`config.mk`:
```
export PLATFORM = sky130hd
export DESIGN_NAME = lwu_config_regs
export DESIGN_NICKNAME = d
export VERILOG_FILES = /design/src/lwu_pkg.sv /design/src/lwu_config_regs.sv /design/src/lwu_edge_detect.sv /design/src/lwu_pending.sv
export SDC_FILE = /design/constraint.sdc
export NUM_CORES = 1
export LEC_CHECK = 0
export CAP_MARGIN = 20
export CORE_MARGIN = 5
export CORE_UTILIZATION = 32
export DETAILED_ROUTE_END_ITERATION = 12
export DONT_BUFFER_PORTS = 1
export GPL_TIMING_DRIVEN = 0
export SLEW_MARGIN = 20
export SYNTH_ARGS = -nofsm -noshare
export SYNTH_HDL_FRONTEND = slang
export SYNTH_SLANG_ARGS = --single-unit
```
`constraint.sdc`:
```
create_clock -name clock -period 2.79 [get_ports clock]
set_clock_uncertainty 0.05 [all_clocks]
set_input_delay 0.4185 -clock clock [delete_from_list [all_inputs] [get_ports clock]]
set_output_delay 0.4185 -clock clock [all_outputs]
set_load 0.01 [all_outputs]
```
`src/lwu_pkg.sv`:
```
// Constants for the line wake unit configuration registers
// ****************************************************************
// Summary of operation
// [RULE_01] A line's interrupt reaches the core only while its interrupt enable is set.
// [RULE_02] Interrupt enable resets with bits 20 and 23 to 27 set.
// [RULE_03] A line's event goes out only while its event enable is set.
// [RULE_04] Set rising trigger bit makes a rising edge a valid request.
// [RULE_05] Set falling trigger bit makes a falling edge a valid request.
// [RULE_06] Line 18 trigger bits work only on one variant of the family; with LINE18_TRIG clear the code still fires line 18's software trigger.
// [RULE_07] Writing one to a software trigger bit raises a request; zero withdraws it; in the code zero only clears the bit, the pending flag stays set.
// [RULE_08] Event, rising, falling and software trigger registers reset to zero.
// [RULE_09] The bus master uses only full 32-bit word accesses.
// [RULE_10] Software writes reserved bits with their reset value.
// [RULE_11] Registers decode at word offsets 0x00 to 0x10 from the base; the code also decodes the pending register at 0x14.
// [RULE_12] An interrupt sets the line's pending flag; an event alone does not.
// [RULE_13] Writing one clears a pending flag; writing zero leaves it.
// [RULE_14] Rising and falling triggers may both be set on one line.
// [RULE_15] A software trigger on an enabled line raises its request at once.
// [RULE_16] Edges come from comparing each line with last cycle's value.
// [RULE_17] Reserved bits read as zero and ignore writes.
// ****************************************************************
package lwu_pkg;
  localparam int LINES = 28;
  localparam int ADDR_W = 8;
  localparam int LINE_USB = 18;

  // ****************************************************************
  // Register offsets
  // ****************************************************************
  localparam logic [7:0] OFF_IRQ_EN = 8'h00;
  localparam logic [7:0] OFF_EVT_EN = 8'h04;
  localparam logic [7:0] OFF_RISE = 8'h08;
  localparam logic [7:0] OFF_FALL = 8'h0C;
  localparam logic [7:0] OFF_SOFT = 8'h10;
  localparam logic [7:0] OFF_PEND = 8'h14;

  // ****************************************************************
  // Reset values and implemented bits
  // ****************************************************************
  localparam logic [31:0] RST_IRQ_EN = 32'h0F90_0000;
  localparam logic [31:0] RST_CFG = 32'h0000_0000;
  localparam logic [31:0] MASK_EN = 32'h0FFF_FFFF;
  localparam logic [31:0] MASK_TRIG = 32'h006F_FFFF;
endpackage

```
`src/lwu_config_regs.sv`:
```
// Line wake unit: configuration registers, triggers and request outputs
`timescale 1ns/10ps
module lwu_config_regs #(
  parameter bit LINE18_TRIG = 1'b1
) (
  // Clock and reset
  input wire logic clock,
  input wire logic rst_b,
  // Word register port
  input wire logic reg_sel,
  input wire logic reg_wr,
  input wire logic reg_rd,
  input wire logic [7:0] reg_addr,
  input wire logic [31:0] reg_wdata,
  output logic [31:0] reg_rdata_q,
  // Line sources
  input wire logic [27:0] line_in,
  // Requests toward the core
  output logic [27:0] irq_req_q,
  output logic [27:0] event_req_q
);
  // ****************************************************************
  // Decode
  // ****************************************************************
  function automatic logic hit(input logic [7:0] addr, input logic [7:0] off);
    hit = (addr == off);
  endfunction

  logic wr_en;
  logic rd_en;
  assign wr_en = reg_sel & reg_wr; // [RULE_09]
  assign rd_en = reg_sel & reg_rd;

  // ****************************************************************
  // Configuration registers
  // ****************************************************************
  logic [27:0] irq_en_q;
  logic [27:0] evt_en_q;
  logic [27:0] rise_q;
  logic [27:0] fall_q;
  logic [27:0] soft_q;
  logic [27:0] pend_q;

  always_ff @(posedge clock) begin
    if (!rst_b) begin
      irq_en_q <= lwu_pkg::RST_IRQ_EN[27:0]; // [RULE_02]
    end else if (wr_en && hit(reg_addr, lwu_pkg::OFF_IRQ_EN)) begin // [RULE_11]
      irq_en_q <= reg_wdata[27:0] & lwu_pkg::MASK_EN[27:0];
    end
  end

  always_ff @(posedge clock) begin
    if (!rst_b) begin
      evt_en_q <= lwu_pkg::RST_CFG[27:0]; // [RULE_08]
    end else if (wr_en && hit(reg_addr, lwu_pkg::OFF_EVT_EN)) begin // [RULE_11]
      evt_en_q <= reg_wdata[27:0] & lwu_pkg::MASK_EN[27:0];
    end
  end

  // Reserved trigger bits are dropped on write, whatever software sends
  always_ff @(posedge clock) begin
    if (!rst_b) begin
      rise_q <= lwu_pkg::RST_CFG[27:0]; // [RULE_08]
    end else if (wr_en && hit(reg_addr, lwu_pkg::OFF_RISE)) begin // [RULE_11]
      rise_q <= reg_wdata[27:0] & lwu_pkg::MASK_TRIG[27:0]; // [RULE_17]
    end
  end

  always_ff @(posedge clock) begin
    if (!rst_b) begin
      fall_q <= lwu_pkg::RST_CFG[27:0]; // [RULE_08]
    end else if (wr_en && hit(reg_addr, lwu_pkg::OFF_FALL)) begin // [RULE_11]
      fall_q <= reg_wdata[27:0] & lwu_pkg::MASK_TRIG[27:0]; // [RULE_17]
    end
  end

  logic soft_wr;
  logic [27:0] soft_new;
  logic [27:0] soft_pulse;
  assign soft_wr = wr_en & hit(reg_addr, lwu_pkg::OFF_SOFT);
  assign soft_new = reg_wdata[27:0] & lwu_pkg::MASK_TRIG[27:0];
  // Only a zero-to-one change fires, so rewriting a set bit does not repeat it
  assign soft_pulse = soft_wr ? (soft_new & ~soft_q) : 28'h000_0000; // [RULE_07] [RULE_15]

  always_ff @(posedge clock) begin
    if (!rst_b) begin
      soft_q <= lwu_pkg::RST_CFG[27:0]; // [RULE_08]
    end else if (soft_wr) begin
      soft_q <= soft_new; // [RULE_07]
    end
  end

  // ****************************************************************
  // Triggers
  // ****************************************************************
  logic [27:0] rise;
  logic [27:0] fall;

  lwu_edge_detect u_edge (
    .clock(clock),
    .rst_b(rst_b),
    .line_in(line_in),
    .rise(rise),
    .fall(fall)
  );

  logic [27:0] var_mask;
  logic [27:0] trig;
  assign var_mask = LINE18_TRIG ? 28'hFFF_FFFF : ~(28'h000_0001 << lwu_pkg::LINE_USB); // [RULE_06]
  assign trig = (((rise & rise_q) | (fall & fall_q)) & var_mask // [RULE_04] [RULE_05] [RULE_14]
                 | soft_pulse) & lwu_pkg::MASK_TRIG[27:0];

  // ****************************************************************
  // Pending flags
  // ****************************************************************
  logic [27:0] pend_set;
  logic [27:0] pend_clr;
  assign pend_set = trig & irq_en_q; // [RULE_12]
  assign pend_clr = (wr_en && hit(reg_addr, lwu_pkg::OFF_PEND)) ?
                    (reg_wdata[27:0] & lwu_pkg::MASK_TRIG[27:0]) : 28'h000_0000; // [RULE_13]

  lwu_pending u_pend (
    .clock(clock),
    .rst_b(rst_b),
    .set_req(pend_set),
    .clr_req(pend_clr),
    .pend_q(pend_q)
  );

  // ****************************************************************
  // Requests
  // ****************************************************************
  // Lines without edge logic are level interrupt sources passed through their enable; their events fire on rising edges
  always_ff @(posedge clock) begin
    if (!rst_b) begin
      irq_req_q <= 28'h000_0000;
    end else begin
      irq_req_q <= ((pend_q & lwu_pkg::MASK_TRIG[27:0])
                    | (line_in & ~lwu_pkg::MASK_TRIG[27:0])) & irq_en_q; // [RULE_01]
    end
  end

  always_ff @(posedge clock) begin
    if (!rst_b) begin
      event_req_q <= 28'h000_0000;
    end else begin
      event_req_q <= (trig | (rise & ~lwu_pkg::MASK_TRIG[27:0])) & evt_en_q; // [RULE_03]
    end
  end

  // ****************************************************************
  // Read back
  // ****************************************************************
  always_ff @(posedge clock) begin
    if (!rst_b) begin
      reg_rdata_q <= 32'h0000_0000;
    end else if (rd_en) begin
      case (reg_addr) // [RULE_11] [RULE_17]
        lwu_pkg::OFF_IRQ_EN: reg_rdata_q <= {4'h0, irq_en_q};
        lwu_pkg::OFF_EVT_EN: reg_rdata_q <= {4'h0, evt_en_q};
        lwu_pkg::OFF_RISE: reg_rdata_q <= {4'h0, rise_q};
        lwu_pkg::OFF_FALL: reg_rdata_q <= {4'h0, fall_q};
        lwu_pkg::OFF_SOFT: reg_rdata_q <= {4'h0, soft_q};
        lwu_pkg::OFF_PEND: reg_rdata_q <= {4'h0, pend_q};
        default: reg_rdata_q <= 32'h0000_0000;
      endcase
    end
  end

  // ****************************************************************
  // Checks
  // ****************************************************************
  a_irq_gated: assert property (@(posedge clock) disable iff (!rst_b) // [RULE_01]
    (irq_req_q & ~$past(irq_en_q)) == 28'h000_0000)
    else $error("interrupt raised on disabled line");

  a_irq_en_reset: assert property (@(posedge clock) disable iff (!rst_b) // [RULE_02]
    $past(!rst_b) |-> (irq_en_q == lwu_pkg::RST_IRQ_EN[27:0]) && (irq_req_q == 28'h000_0000))
    else $error("interrupt enable reset value wrong");

  a_event_gated: assert property (@(posedge clock) disable iff (!rst_b) // [RULE_03]
    (event_req_q & ~$past(evt_en_q)) == 28'h000_0000)
    else $error("event raised on disabled line");

  a_cfg_reset: assert property (@(posedge clock) disable iff (!rst_b) // [RULE_08]
    $past(!rst_b) |-> (evt_en_q | rise_q | fall_q | soft_q) == 28'h000_0000)
    else $error("configuration register not zero after reset");

  a_reserved_zero: assert property (@(posedge clock) disable iff (!rst_b) // [RULE_17]
    ((rise_q | fall_q | soft_q) & ~lwu_pkg::MASK_TRIG[27:0]) == 28'h000_0000)
    else $error("reserved trigger bit holds a one");

  a_rise_pending: assert property (@(posedge clock) disable iff (!rst_b) // [RULE_04]
    (rise[0] && rise_q[0] && irq_en_q[0]) |=>
      pend_q[0] ##1 (irq_req_q[0] || !$past(irq_en_q[0])))
    else $error("enabled rising edge lost");

  a_soft_now: assert property (@(posedge clock) disable iff (!rst_b) // [RULE_15]
    (soft_wr && reg_wdata[21] && !soft_q[21] && evt_en_q[21]) |=> event_req_q[21])
    else $error("software trigger event not immediate");

  a_read_back: assert property (@(posedge clock) disable iff (!rst_b) // [RULE_11]
    (rd_en && reg_addr == lwu_pkg::OFF_RISE) |=> reg_rdata_q == {4'h0, $past(rise_q)})
    else $error("rising trigger read back wrong");
endmodule

```
`src/lwu_edge_detect.sv`:
```
// Per-line edge detector comparing each line with its previous value
`timescale 1ns/10ps
module lwu_edge_detect (
  // Clock and reset
  input wire logic clock,
  input wire logic rst_b,
  // Lines
  input wire logic [27:0] line_in,
  output logic [27:0] rise,
  output logic [27:0] fall
);
  logic [27:0] prev_q;
  logic primed_q;

  // First cycle after reset only loads, so a line high at reset is no edge
  always_ff @(posedge clock) begin
    if (!rst_b) begin
      primed_q <= 1'b0;
    end else begin
      primed_q <= 1'b1;
    end
  end

  always_ff @(posedge clock) begin
    if (!rst_b) begin
      prev_q <= 28'h000_0000;
    end else begin
      prev_q <= line_in;
    end
  end

  genvar g;
  generate
    for (g = 0; g < 28; g++) begin : g_line
      assign rise[g] = primed_q & line_in[g] & ~prev_q[g]; // [RULE_16]
      assign fall[g] = primed_q & ~line_in[g] & prev_q[g]; // [RULE_16]
    end
  endgenerate

  a_edge_one_cycle: assert property (@(posedge clock) disable iff (!rst_b) // [RULE_16]
    ((rise & $past(rise)) == 28'h000_0000) && ((rise & fall) == 28'h000_0000))
    else $error("edge pulse longer than one cycle");
endmodule

```
`src/lwu_pending.sv`:
```
// Pending flags: set by interrupt triggers, cleared by writing one
`timescale 1ns/10ps
module lwu_pending (
  // Clock and reset
  input wire logic clock,
  input wire logic rst_b,
  // Set and clear requests
  input wire logic [27:0] set_req,
  input wire logic [27:0] clr_req,
  // Flags
  output logic [27:0] pend_q
);
  // Set beats clear so an edge in the clearing cycle is kept
  always_ff @(posedge clock) begin
    if (!rst_b) begin
      pend_q <= 28'h000_0000;
    end else begin
      pend_q <= (pend_q & ~clr_req) | set_req; // [RULE_12] [RULE_13]
    end
  end

  a_pend_set: assert property (@(posedge clock) disable iff (!rst_b) // [RULE_12]
    (set_req != 28'h000_0000) |=> ((pend_q & $past(set_req)) == $past(set_req)))
    else $error("trigger did not set pending flag");

  a_pend_clear: assert property (@(posedge clock) disable iff (!rst_b) // [RULE_13]
    ((clr_req & ~set_req) != 28'h000_0000) |=>
      ((pend_q & $past(clr_req & ~set_req)) == 28'h000_0000))
    else $error("write of one did not clear pending flag");
endmodule

```
* After elaboration in Yosys (flattened, before gate mapping)
Cells that the tools add are included.
Word-level totals: flip-flop bits (word level) 267, bits of input ports 73, output and inout bits 88, word-level logic and storage cells 196
Cells by class: equality and inequality tests 5, muxes and demuxes 4, bitwise logic cells 170, reductions and logical operators 6
Operator list (count):
- 28-bit case mux with 6 select lines | 1
- 1-bit AND | 105
- 28-bit AND | 3
- 23-bit AND | 3
- 23-bit by 28-bit bitwise OR with 28-bit output | 2
- 1-bit inverter | 51
- 23-bit two-way mux | 2
- 23-bit bitwise OR | 2
- 23-bit by 28-bit AND with 28-bit output | 1
- 23-bit inverter with 28-bit output | 1
- 28-bit bitwise OR | 1
- 23-bit inverter | 1
- 8-bit by 4-bit == test with 1-bit output (second input constant) | 2
- 8-bit by 5-bit == test with 1-bit output (second input constant) | 2
- 8-bit by 3-bit == test with 1-bit output (second input constant) | 1
- 8-bit logical NOT | 1
- 1-bit logical AND | 5
- 1-bit two-way mux | 1

* Longest topological paths before layout
Gate-level depths: netlist of the first run.
depth in word-level cells 8, depth in mapped cells 6, gate-level depth less buffers 3

* Modules after synthesis
A second synthesis of the first run with hierarchy kept.
Second synthesis, totals: cell total of the unflattened synthesis 1245, area total of the unflattened synthesis 11471.0 µm²
By module, submodules not included:
- lwu_config_regs | times used 1, cells each 1037, area an instance 9105.0 µm², sequential area each 4124.0 µm²
- lwu_edge_detect | times used 1, cells each 121, area an instance 1361.3 µm², sequential area each 580.6 µm²
- lwu_pending | times used 1, cells each 87, area an instance 1004.7 µm², sequential area each 560.5 µm²

* Worst setup path before layout of the first run
OpenSTA, ideal clock, no wires.
kind input-to-reg, from in reg_addr[0], to reg evt_en_q[10], library setup time 132 ps, arrival 1652 ps, data required time 2608 ps, path slack 956 ps, stages on the path 6, path buffers 3, cell sequence clkbuf_1 or4b_1 buf_2 buf_2 o31ai_1 a21oi_1
Between the ends: word-level cells in the longest chain between the ends 2
Ends and longest elaborated chain:
- from (decl) | line lwu_config_regs.sv:13 | input wire logic [7:0] reg_addr,
- 8-bit by 3-bit == test with 1-bit output | line lwu_config_regs.sv:26 | hit = (addr == off);
- 1-bit logical AND | line lwu_config_regs.sv:55 | end else if (wr_en && hit(reg_addr, lwu_pkg::OFF_EVT_EN)) begin
- to (signal assigned) | line lwu_config_regs.sv:54 | evt_en_q <= lwu_pkg::RST_CFG[27:0];
- to (signal assigned) | line lwu_config_regs.sv:56 | evt_en_q <= reg_wdata[27:0] & lwu_pkg::MASK_EN[27:0];
- to (decl) | line lwu_config_regs.sv:38 | logic [27:0] evt_en_q;
No other way between the ends. A chain may end at the register's enable or synchronous reset.

==> results.txt, run 1 <==
The count of final hold-check violations is 0. The fmax is between 0.4 and 0.5 GHz. The sequential cells in the finished layout cover a total of 0.00514 mm^2.

The power share of the combinational group is around 7.3%. In the final layout, the share of cells above drive strength 1 is ~11%. Dividing the synthesized area by the synthesized cell count gives 9.50 um^2. In the global route stage, met3 resource usage came out at 5.46%. Across every metal layer, demand over resource in global routing totals roughly 23%. The insertion delay to the later sink of the worst-skew pair came out at 560 ps. The fraction of power spent switching nets came out at between 20% and 30%. The internal power of the cells totals roughly 6.0 mW. Leaving out fill and tap cells, the most frequent cell in the layout is sky130_fd_sc_hd__dfxtp_1.

The number of rows in the core area came out at 70. The footprint of the multi-input gates came out at slightly above 0.006 mm^2. The detailed-route wire length per cell came out at roughly 27 um. The count of buffers inserted at the top-level ports is 0. The die area came out at around 0.041 mm^2.

In this run the cell area of the synthesized design comes to between 0.01 and 0.015 mm^2. The synthesis warning total came out at 0. The root buffer cell chosen for the clock tree is sky130_fd_sc_hd__clkbuf_16. The synthesis-stage register bit count came out at between 200 and 300.

Sequential elements use a little over two fifths of the synthesized area. The element type at the critical path start is an input port. The worst setup path is of the in2reg kind. From synthesis to final layout, the design area changed by 17.4%. The remaining routing DRC violations is 0. For this design the ratio of total power to cell area is ~580 mW/mm^2. The final wirelength came out at ~49000 um. The number of top-level pins came out at between 150 and 200. The final critical path time including I/O delays and setup came out at between 2000 and 2500 ps. The initial antenna violation count came out at 3.

The worst voltage drop across the vdd grid came out at just under 0.4 mV. Global routing consumed, on the met1 layer, 29.8% of the routing resources. The maximum fanout along the worst path is 10. The post-synthesis cell count is around 1200.

Summed over all failing endpoints, the final setup total negative slack is 0 ps. The clock sink count is ~260. The wire length of the first global-routing pass came out at slightly above 70000 um. The via count of the first global-routing pass came out at about 11000. Fill cells in the final layout number between 3000 and 4000. The number of pins with negative max-slew slack in the final report is 0.

The number of DRC violations after detailed-routing iteration 0 is 1289. TritonCTS built the clock tree. The routability congestion estimate from global placement came out at ~0.99.

For the worst setup path, the data required time is roughly 3200 ps. The share of total power in the clock network is between 40% and 50%. In the layout the commonest cells are sky130_fd_sc_hd__dfxtp_1 (257), sky130_fd_sc_hd__nand2_1 (140), sky130_fd_sc_hd__clkbuf_1 (100), sky130_fd_sc_hd__nand4_1 (95), sky130_fd_sc_hd__a21oi_1 (94).

The flow ran to the end, and the final reports show no timing, DRC or antenna violations. The reported net switching power came out at 2.04 mW. The number of buffers inserted during clock tree synthesis came out at 27. The most utilized layer in the global route result is met2. After clock tree synthesis, the clock-pin slew on the worst setup and hold paths is 60 ps. The data arrival time at the worst-slack endpoint is around 2500 ps. The via density per instance is approximately 6. The H-tree depth came out at 1. The total half-perimeter wirelength after legalization and detailed placement came out at around 35000 um. The count of nets after finishing came out at 1411. The number of distinct library cell variants in the gate-level netlist after synthesis is 45. The post-route clock period utilization came out at 73.6%. The floorplan core area came out at ~0.037 mm^2. The final total power came out at 8.06 mW. The floorplan step set the die height to just over 200 um.

At the pin with the least slew margin, the transition time is roughly 1100 ps. Setup violations remaining at the end of the flow were counted as 0. The path class of the tightest hold or removal check is in2reg. The worst setup path is captured at a flip-flop. The clock passes through at most 3 buffers. The initial core utilization is between 30% and 40%. The number of vias after detailed routing came out at about 11000. The horizontal extent of the die came out at roughly 200 um. The first detailed-routing pass took 7 iterations.

Across all hold checks on the routed design, the worst slack comes to 50.6 ps. The total of cells resized after clock tree synthesis is 0. The count of nets left with antenna violations once routing finished came out at 0. Setup repair after global routing left no endpoint under its margin. The maximum number of pins on one net before global-route repair came out at 14. Summed over all layers, the global routing overflow is 0. The number of max-capacitance violations reported came out at 0. The setup check on the worst reg-to-reg path leaves a slack of between 1000 and 1500 ps.

The relative slew slack came out at about a quarter. The relative contribution of sequential cells to total power is between 40% and 50%. The routing usage on met2 is between 30% and 40%. The leakage power summed over all cells is between 4 and 5 nW.
-- power groups by stage --
stage / registers, mW / logic, mW / clock network (mW)
floorplan: 3.79 / 0.290 / 0
global placement: 3.79 / 0.471 / 0
detailed placement: 3.79 / 0.477 / 0
CTS: 3.71 / 0.570 / 3.78
global route: 3.71 / 0.606 / 3.95
finish: 3.71 / 0.589 / 3.76
-- through the flow --
stage / area [um^2] / util (%) / setup WS (ps) / instances
floorplan: 11900 / - / 956 / 1252
global placement: 12500 / 34.0 / 356 / 1720
detailed placement: 12500 / 34.0 / 354 / 1720
CTS: 13900 / 38.0 / 898 / 1825
global route: 13900 / 38.0 / 667 / 1826
finish: 13900 / 38.0 / 737 / 1826
-- synth_stat cells, drive strengths merged --
| master | count | area share (%) |
|---|---|---|
| a21boi | 1 | 0.063 |
| a21oi | 94 | 4.0 |
| a221oi | 22 | 1.6 |
| a31oi | 6 | 0.32 |
| a32oi | 22 | 1.6 |
| a41o | 22 | 1.9 |
| and2 | 28 | 1.5 |
| and3 | 28 | 1.5 |
| and3b | 44 | 3.2 |
| buf | 44 | 2.5 |
| clkbuf | 95 | 3.0 |
| conb | 1 | 0.032 |
| dfxtp | 257 | 43 |
| inv | 1 | 0.032 |
| mux2 | 22 | 2.1 |
| mux2i | 50 | 4.2 |
| mux4 | 22 | 4.2 |
| nand2 | 140 | 4.4 |
| nand2b | 1 | 0.053 |
| nand3 | 51 | 2.3 |
| nand4 | 95 | 5.0 |
| nand4b | 2 | 0.15 |
| nand4bb | 1 | 0.095 |
| nor2 | 8 | 0.25 |
| nor2b | 24 | 1.3 |
| nor3 | 1 | 0.084 |
| nor3b | 1 | 0.063 |
| nor4 | 8 | 0.55 |
| nor4b | 3 | 0.45 |
| nor4bb | 2 | 0.17 |
| o2111ai | 22 | 1.6 |
| o211ai | 22 | 2.2 |
| o21ai | 34 | 1.4 |
| o31ai | 72 | 4.6 |
| or2 | 1 | 0.053 |
| or4 | 1 | 0.063 |
| or4b | 1 | 0.084 |
-- worst paths after layout --
| kind | cells past startpoint | end | start |
|---|---|---|---|
| setup / recovery | 5 | u_pend.pend_q[9]$_SDFF_PN0_ | rst_b |
| hold reg to reg | 1 | event_req_q[24]$_SDFF_PN0_ | u_edge.prev_q[24]$_SDFF_PN0_ |
| setup reg to reg | 3 | event_req_q[2]$_SDFF_PN0_ | u_edge.primed_q$_DFF_P_ |
| hold / removal | 2 | u_pend.pend_q[17]$_SDFF_PN0_ | reg_wdata[17] |
-- layer usage --
layer / routed length [um] / up-vias
met3: 4950 / 121
met1: 20000 / 5478
met4: 1930 / 4
met2: 22500 / 656
li1: - / 4939
met5: 21 / -
-- cell families after synthesis --
| family | after synthesis | share of synthesized area (%) |
|---|---|---|
| buf+inv | 140 | 5.56 |
| compound gates | 317 | 19.3 |
| simple gates | 440 | 21.2 |
| mux | 94 | 10.5 |
| other cells | 1 | 0.0316 |
| flops | 257 | 43.4 |
-- worst max-delay path, cell delays in order --
cell                        delay, ps
sky130_fd_sc_hd__clkbuf_1         330
sky130_fd_sc_hd__clkbuf_1         550
sky130_fd_sc_hd__clkbuf_1         710
sky130_fd_sc_hd__o2111ai_1        310
sky130_fd_sc_hd__o211ai_2         150
-- layout make-up --
| type | count | area share [%] |
|---|---|---|
| Tap cell | 468 | 4.20 |
| Buffer | 139 | 4.71 |
| Multi-Input combinational cell | 855 | 43.6 |
| Clock inverter | 12 | 1.05 |
| Sequential cell | 257 | 36.9 |
| Clock buffer | 36 | 5.38 |
| Timing Repair Buffer | 57 | 4.10 |
| Inverter | 1 | 0.0270 |
| Antenna cell | 1 | 0.0180 |
-- repair_timing --
action	CTS	global route
endpoints found under the setup margin	0	0
setup buffers	0	0
hold endpoints to repair	157	0
hold buffers	57	0
-- registers in the layout, indices dropped and copies added (netlist names) --
register / count
event_req_q: 28
evt_en_q: 28
irq_en_q: 28
irq_req_q: 28
reg_rdata_q: 28
u_edge.prev_q: 28
fall_q: 22
rise_q: 22
soft_q: 22
u_pend.pend_q: 22
u_edge.primed_q: 1
(Power assumes the default switching activity.)
==> run 2, diff against run 1 <==
- ABC_AREA: unset -> 1
- clock period: 2.79 -> 2 ns (I/O delays scaled with it)
==> run 2 against run 1 <==
Compared with the run above: via count is 9.7% lower; design area is 9.7% lower; power is 42% higher; flip-flop and latch count stayed put; sequential power is 40% higher; hold slack better by 59 ps; synthesized cell count is 12% higher.
==> results.txt, run 2 <==
The count of flip-flops with a built-in enable after synthesis is 0 (unchanged). The clock input transition at the sequential cells of the worst setup and hold paths came out at 60 ps (about the same). The post-synthesis cell count came out at 1401 (was 1249). The post-synthesis mux area share is 0% (was 10.5%). The number of logic stages on the critical path including buffering is 7 (was 5). The floorplan core area came out at 0.0324 mm^2 (was 0.0366 mm^2). The clock tree from TritonCTS is built (unchanged). The area added between synthesis and finish came out at 20.7% (was 17.4%). The count of buffers inserted at the top-level ports came to 0 (unchanged). The total half-perimeter wirelength after legalization and detailed placement came to 26500 um (was 34700 um). The number of buffers inserted during clock tree synthesis is 28 (was 27).

The remaining antenna violation count after routing is 0 (unchanged). The areal power density over the cells was 909 mW/mm^2 (was 579 mW/mm^2). The floorplan die height came out at 190 um (was 203 um). The required arrival time at the worst endpoint was 2400 ps (was 3220 ps). The clock sink count came out at 257 (unchanged).

The first-pass iteration count of the detailed router is 5 (was 7). Cells taking the most area after synthesis: sky130_fd_sc_hd__dfxtp_1 (49%), sky130_fd_sc_hd__nand2_1 (13%), sky130_fd_sc_hd__nand3_1 (7.3%) (was sky130_fd_sc_hd__dfxtp_1 (43%), sky130_fd_sc_hd__nand4_1 (5.0%), sky130_fd_sc_hd__o31ai_1 (4.6%)). Synth cell count leaders: sky130_fd_sc_hd__nand2_1 (363), sky130_fd_sc_hd__dfxtp_1 (257), sky130_fd_sc_hd__nor2_1 (165), sky130_fd_sc_hd__nand3_1 (153), sky130_fd_sc_hd__a21oi_1 (100) (was sky130_fd_sc_hd__dfxtp_1 (257), sky130_fd_sc_hd__nand2_1 (140), sky130_fd_sc_hd__clkbuf_1 (95), sky130_fd_sc_hd__nand4_1 (95), sky130_fd_sc_hd__a21oi_1 (94)).

The reg-to-reg endpoint is event_req_q[15]$_SDFF_PN0_ (was event_req_q[2]$_SDFF_PN0_). The insertion delay to the later sink of the worst-skew pair is 540 ps (was 560 ps). The family with the most delay on the worst path was buffers and inverters (unchanged).

The wire length of the first global-routing pass is 57500 um (was 72700 um). The post-route clock period utilization came out at approximately 89%. The routability congestion estimate from global placement is 0.892 (was 0.993). The fraction of the yosys area taken by sequential cells is 49.4% (was 43.4%). The count of final hold-check violations was 0 (unchanged).

The number of top-level pins came out at 161 (unchanged). The worst-case reg-to-reg path depth came out at 7 (was 3). The number of max-capacitance violations reported came out at 0 (unchanged). Unrepaired setup endpoints after global routing: false (unchanged). The fraction of the mapped netlist area in simple logic gates is 27.8% (was 21.2%). The setup slack of the most critical reg-to-reg path is 220 ps (was 1070 ps). The arithmetic-cell share of the synthesized area counting full adders, half adders and majority gates is 0% (unchanged). The worst min-delay path category is in2reg (unchanged). The via count of the first global-routing pass came out at 9546 (was 11200). The dominant combinational cell family by area after synthesis is simple AND/OR/NAND/NOR gates (unchanged). The transition time at the pin with the least slew margin came out at 885 ps (was 1100 ps). The final wirelength came to 38700 um (was 49400 um). The delay contributed by the slowest stage of the critical path was 570 ps (was 710 ps).

The share of Yosys cell area claimed by the top area cell type came to 49.4% (was 43.4%). The leakage power summed over all cells came out at 5.30 nW (was 4.83 nW). The maximum fanout along the worst path was 10 (unchanged). The category of the critical setup timing path is reg2reg (was in2reg). The critical path buffer and inverter count is 1 (was 3). The filler-free cell count of the finished design was 1955 (was 1826). The remaining routing DRC violations was 0 (unchanged). The startpoint of the most critical setup path was u_edge.primed_q$_DFF_P_ (was rst_b). The maximum clock path buffer count came out at 3 (unchanged). The kind of end point of the critical path is a flip-flop (unchanged). The via density per instance is 5.17 (was 6.13). Commonest non-fill, non-tap cells in the layout: sky130_fd_sc_hd__nand2_1 (363), sky130_fd_sc_hd__dfxtp_1 (257), sky130_fd_sc_hd__nor2_1 (165), sky130_fd_sc_hd__nand3_1 (153), sky130_fd_sc_hd__a21oi_1 (100) (was sky130_fd_sc_hd__dfxtp_1 (257), sky130_fd_sc_hd__nand2_1 (140), sky130_fd_sc_hd__clkbuf_1 (100), sky130_fd_sc_hd__nand4_1 (95), sky130_fd_sc_hd__a21oi_1 (94)). The number of vias after detailed routing came out at 10100 (was 11200). The average cell area after synthesis came out at 7.44 um^2 (was 9.50 um^2). The H-tree depth is 1 (unchanged). The final total power is 11.4 mW (was 8.06 mW). The worst setup path endpoint is event_req_q[15]$_SDFF_PN0_ (was u_pend.pend_q[9]$_SDFF_PN0_). The share of async-settable or async-resettable flops after synthesis is 0% (unchanged).

The leading area contributor after synthesis is sky130_fd_sc_hd__dfxtp_1 (unchanged). The most frequent cell after synthesis is sky130_fd_sc_hd__nand2_1 (was sky130_fd_sc_hd__dfxtp_1). The area of the mapped netlist came out at 0.0104 mm^2 (was 0.0119 mm^2).

The number of DRC violations after detailed-routing iteration 0 is 964 (was 1289). The die area came out at 0.0363 mm^2 (was 0.0410 mm^2). The final critical path time including I/O delays and setup came out at about 1800 ps. The synthesis warning total came to 0 (unchanged). The maximum number of pins on one net before global-route repair came out at 14 (unchanged). The number of rows in the core area came out at 66 (was 70). The detailed-route wire length per cell is 19.8 um (was 27.1 um). The data arrival time at the worst-slack endpoint came to 2190 ps (was 2490 ps). The slowest cell on the critical path was sky130_fd_sc_hd__clkbuf_1 (unchanged). Static timing analysis puts the maximum clock frequency at 0.561 GHz. The clock root buffer master is sky130_fd_sc_hd__clkbuf_16 (unchanged). The relative slew slack came to 41.0% (was 26.2%). The area fraction in compound gates after synthesis came to 15.0% (was 19.3%). The number of pins with negative max-slew slack in the final report is 0 (unchanged). The horizontal extent of the die was 190 um (was 203 um). The total congestion overflow after global routing is 0 (unchanged). The leading register cell type out of synthesis is sky130_fd_sc_hd__dfxtp_1 (unchanged). The global router's overall resource usage came to 20.6% (was 23.0%). The initial antenna violation count is 1 (was 3).

The fraction of final layout cells sized beyond drive strength 1 came to 8.33% (was 11.4%). The initial core utilization is 32.2% (was 32.4%). The count of nets after finishing came to 1564 (was 1411). The cell count after placement came out at 1846 (was 1720). The element type at the critical path start is a flip-flop (was input port).

The worst voltage drop across the vdd grid is 0.654 mV (was 0.391 mV). The count of endpoints failing setup in the final report came out at 0 (unchanged). The synthesis-stage register bit count is 257 (unchanged). The number of distinct library cell variants in the gate-level netlist after synthesis came to 27 (was 45). The launch instance of the worst register-to-register path is u_edge.primed_q$_DFF_P_ (unchanged). The most common cell after layout, fill and taps aside is sky130_fd_sc_hd__nand2_1 (was sky130_fd_sc_hd__dfxtp_1).

The xor and xnor fraction of the mapped netlist area is 0% (unchanged). Run status: finished, final reports clean (unchanged). Cells along the critical path: clkbuf_1, nand2_1, nor2_1, a32oi_1, o21ai_1, nand2_1, nor2_1 (was clkbuf_1, clkbuf_1, clkbuf_1, o2111ai_1, o211ai_2).
run 2: worst min path at each step:
stage	from	to	slack, ps	cells after the start
after CTS	reg_addr[3]	fall_q[13]$_SDFFE_PN0P_	80	4
after global routing	reg_addr[3]	fall_q[12]$_SDFFE_PN0P_	120	4
after floorplan	rst_b	u_edge.primed_q$_DFF_P_	280	0
final	reg_addr[3]	fall_q[11]$_SDFFE_PN0P_	110	4
after global placement	rst_b	u_edge.primed_q$_DFF_P_	280	0
after detailed placement	rst_b	u_edge.primed_q$_DFF_P_	280	0
run 2: final cells by class:
| class | instances | area (um^2) |
|---|---|---|
| Tap cell | 442 | 553 |
| Inverter | 103 | 387 |
| Multi-Input combinational cell | 955 | 4480 |
| Clock inverter | 10 | 204 |
| Timing Repair Buffer | 57 | 571 |
| Buffer | 89 | 429 |
| Clock buffer | 41 | 811 |
| Antenna cell | 1 | 2.50 |
| Fill cell | 3451 | 19800 |
| Sequential cell | 257 | 5140 |
run 2: layer usage:
layer	share of wire (%)	vias to the layer above	global-route usage, %
met4	3.9	2	7.65
met2	45	497	32.9
li1	-	4779	-
met5	0.034	-	0
met1	42	4746	27.4
met3	9.1	91	4.36
run 2: per-stage QoR:
step / hold WS (ps) / util [%] / cell area, um^2 / TNS, ps / worst slack (ps)
2_1_floorplan: 278 / - / 10400 / 0 / 559
3_3_place_gp: 279 / 33.9 / 11000 / -865 / -91.6
3_5_place_dp: 279 / 33.9 / 11000 / -1180 / -124
4_1_cts: 84.1 / 38.8 / 12600 / 0 / 110
5_1_grt: 122 / 38.8 / 12600 / 0 / 82.0
6_report: 109 / 38.9 / 12600 / 0 / 218
run 2: cells by family after synthesis:
group | after synthesis
compound gates | 251
buf+inv | 192
flops | 257
other cells | 1
simple gates | 700
run 2: power breakdown:
part	total, mW	switching, mW	internal (mW)
Sequential	5.18	0.0243	5.16
Clock	5.71	2.13	3.57
Combinational	0.539	0.389	0.150
run 2: tightest hold or removal path, stage by stage:
cell	delay, ps
sky130_fd_sc_hd__nand2_1	100
sky130_fd_sc_hd__nor4_4	100
sky130_fd_sc_hd__nor2_1	90
sky130_fd_sc_hd__a211oi_1	50
run 2: what timing repair did:
| action | CTS | global route |
|---|---|---|
| hold endpoints to repair | 202 | 0 |
| hold buffers | 57 | 0 |
| setup endpoints to repair | 0 | 10 |
| resized for setup | 0 | 2 |
| buffers inserted | 0 | 0 |
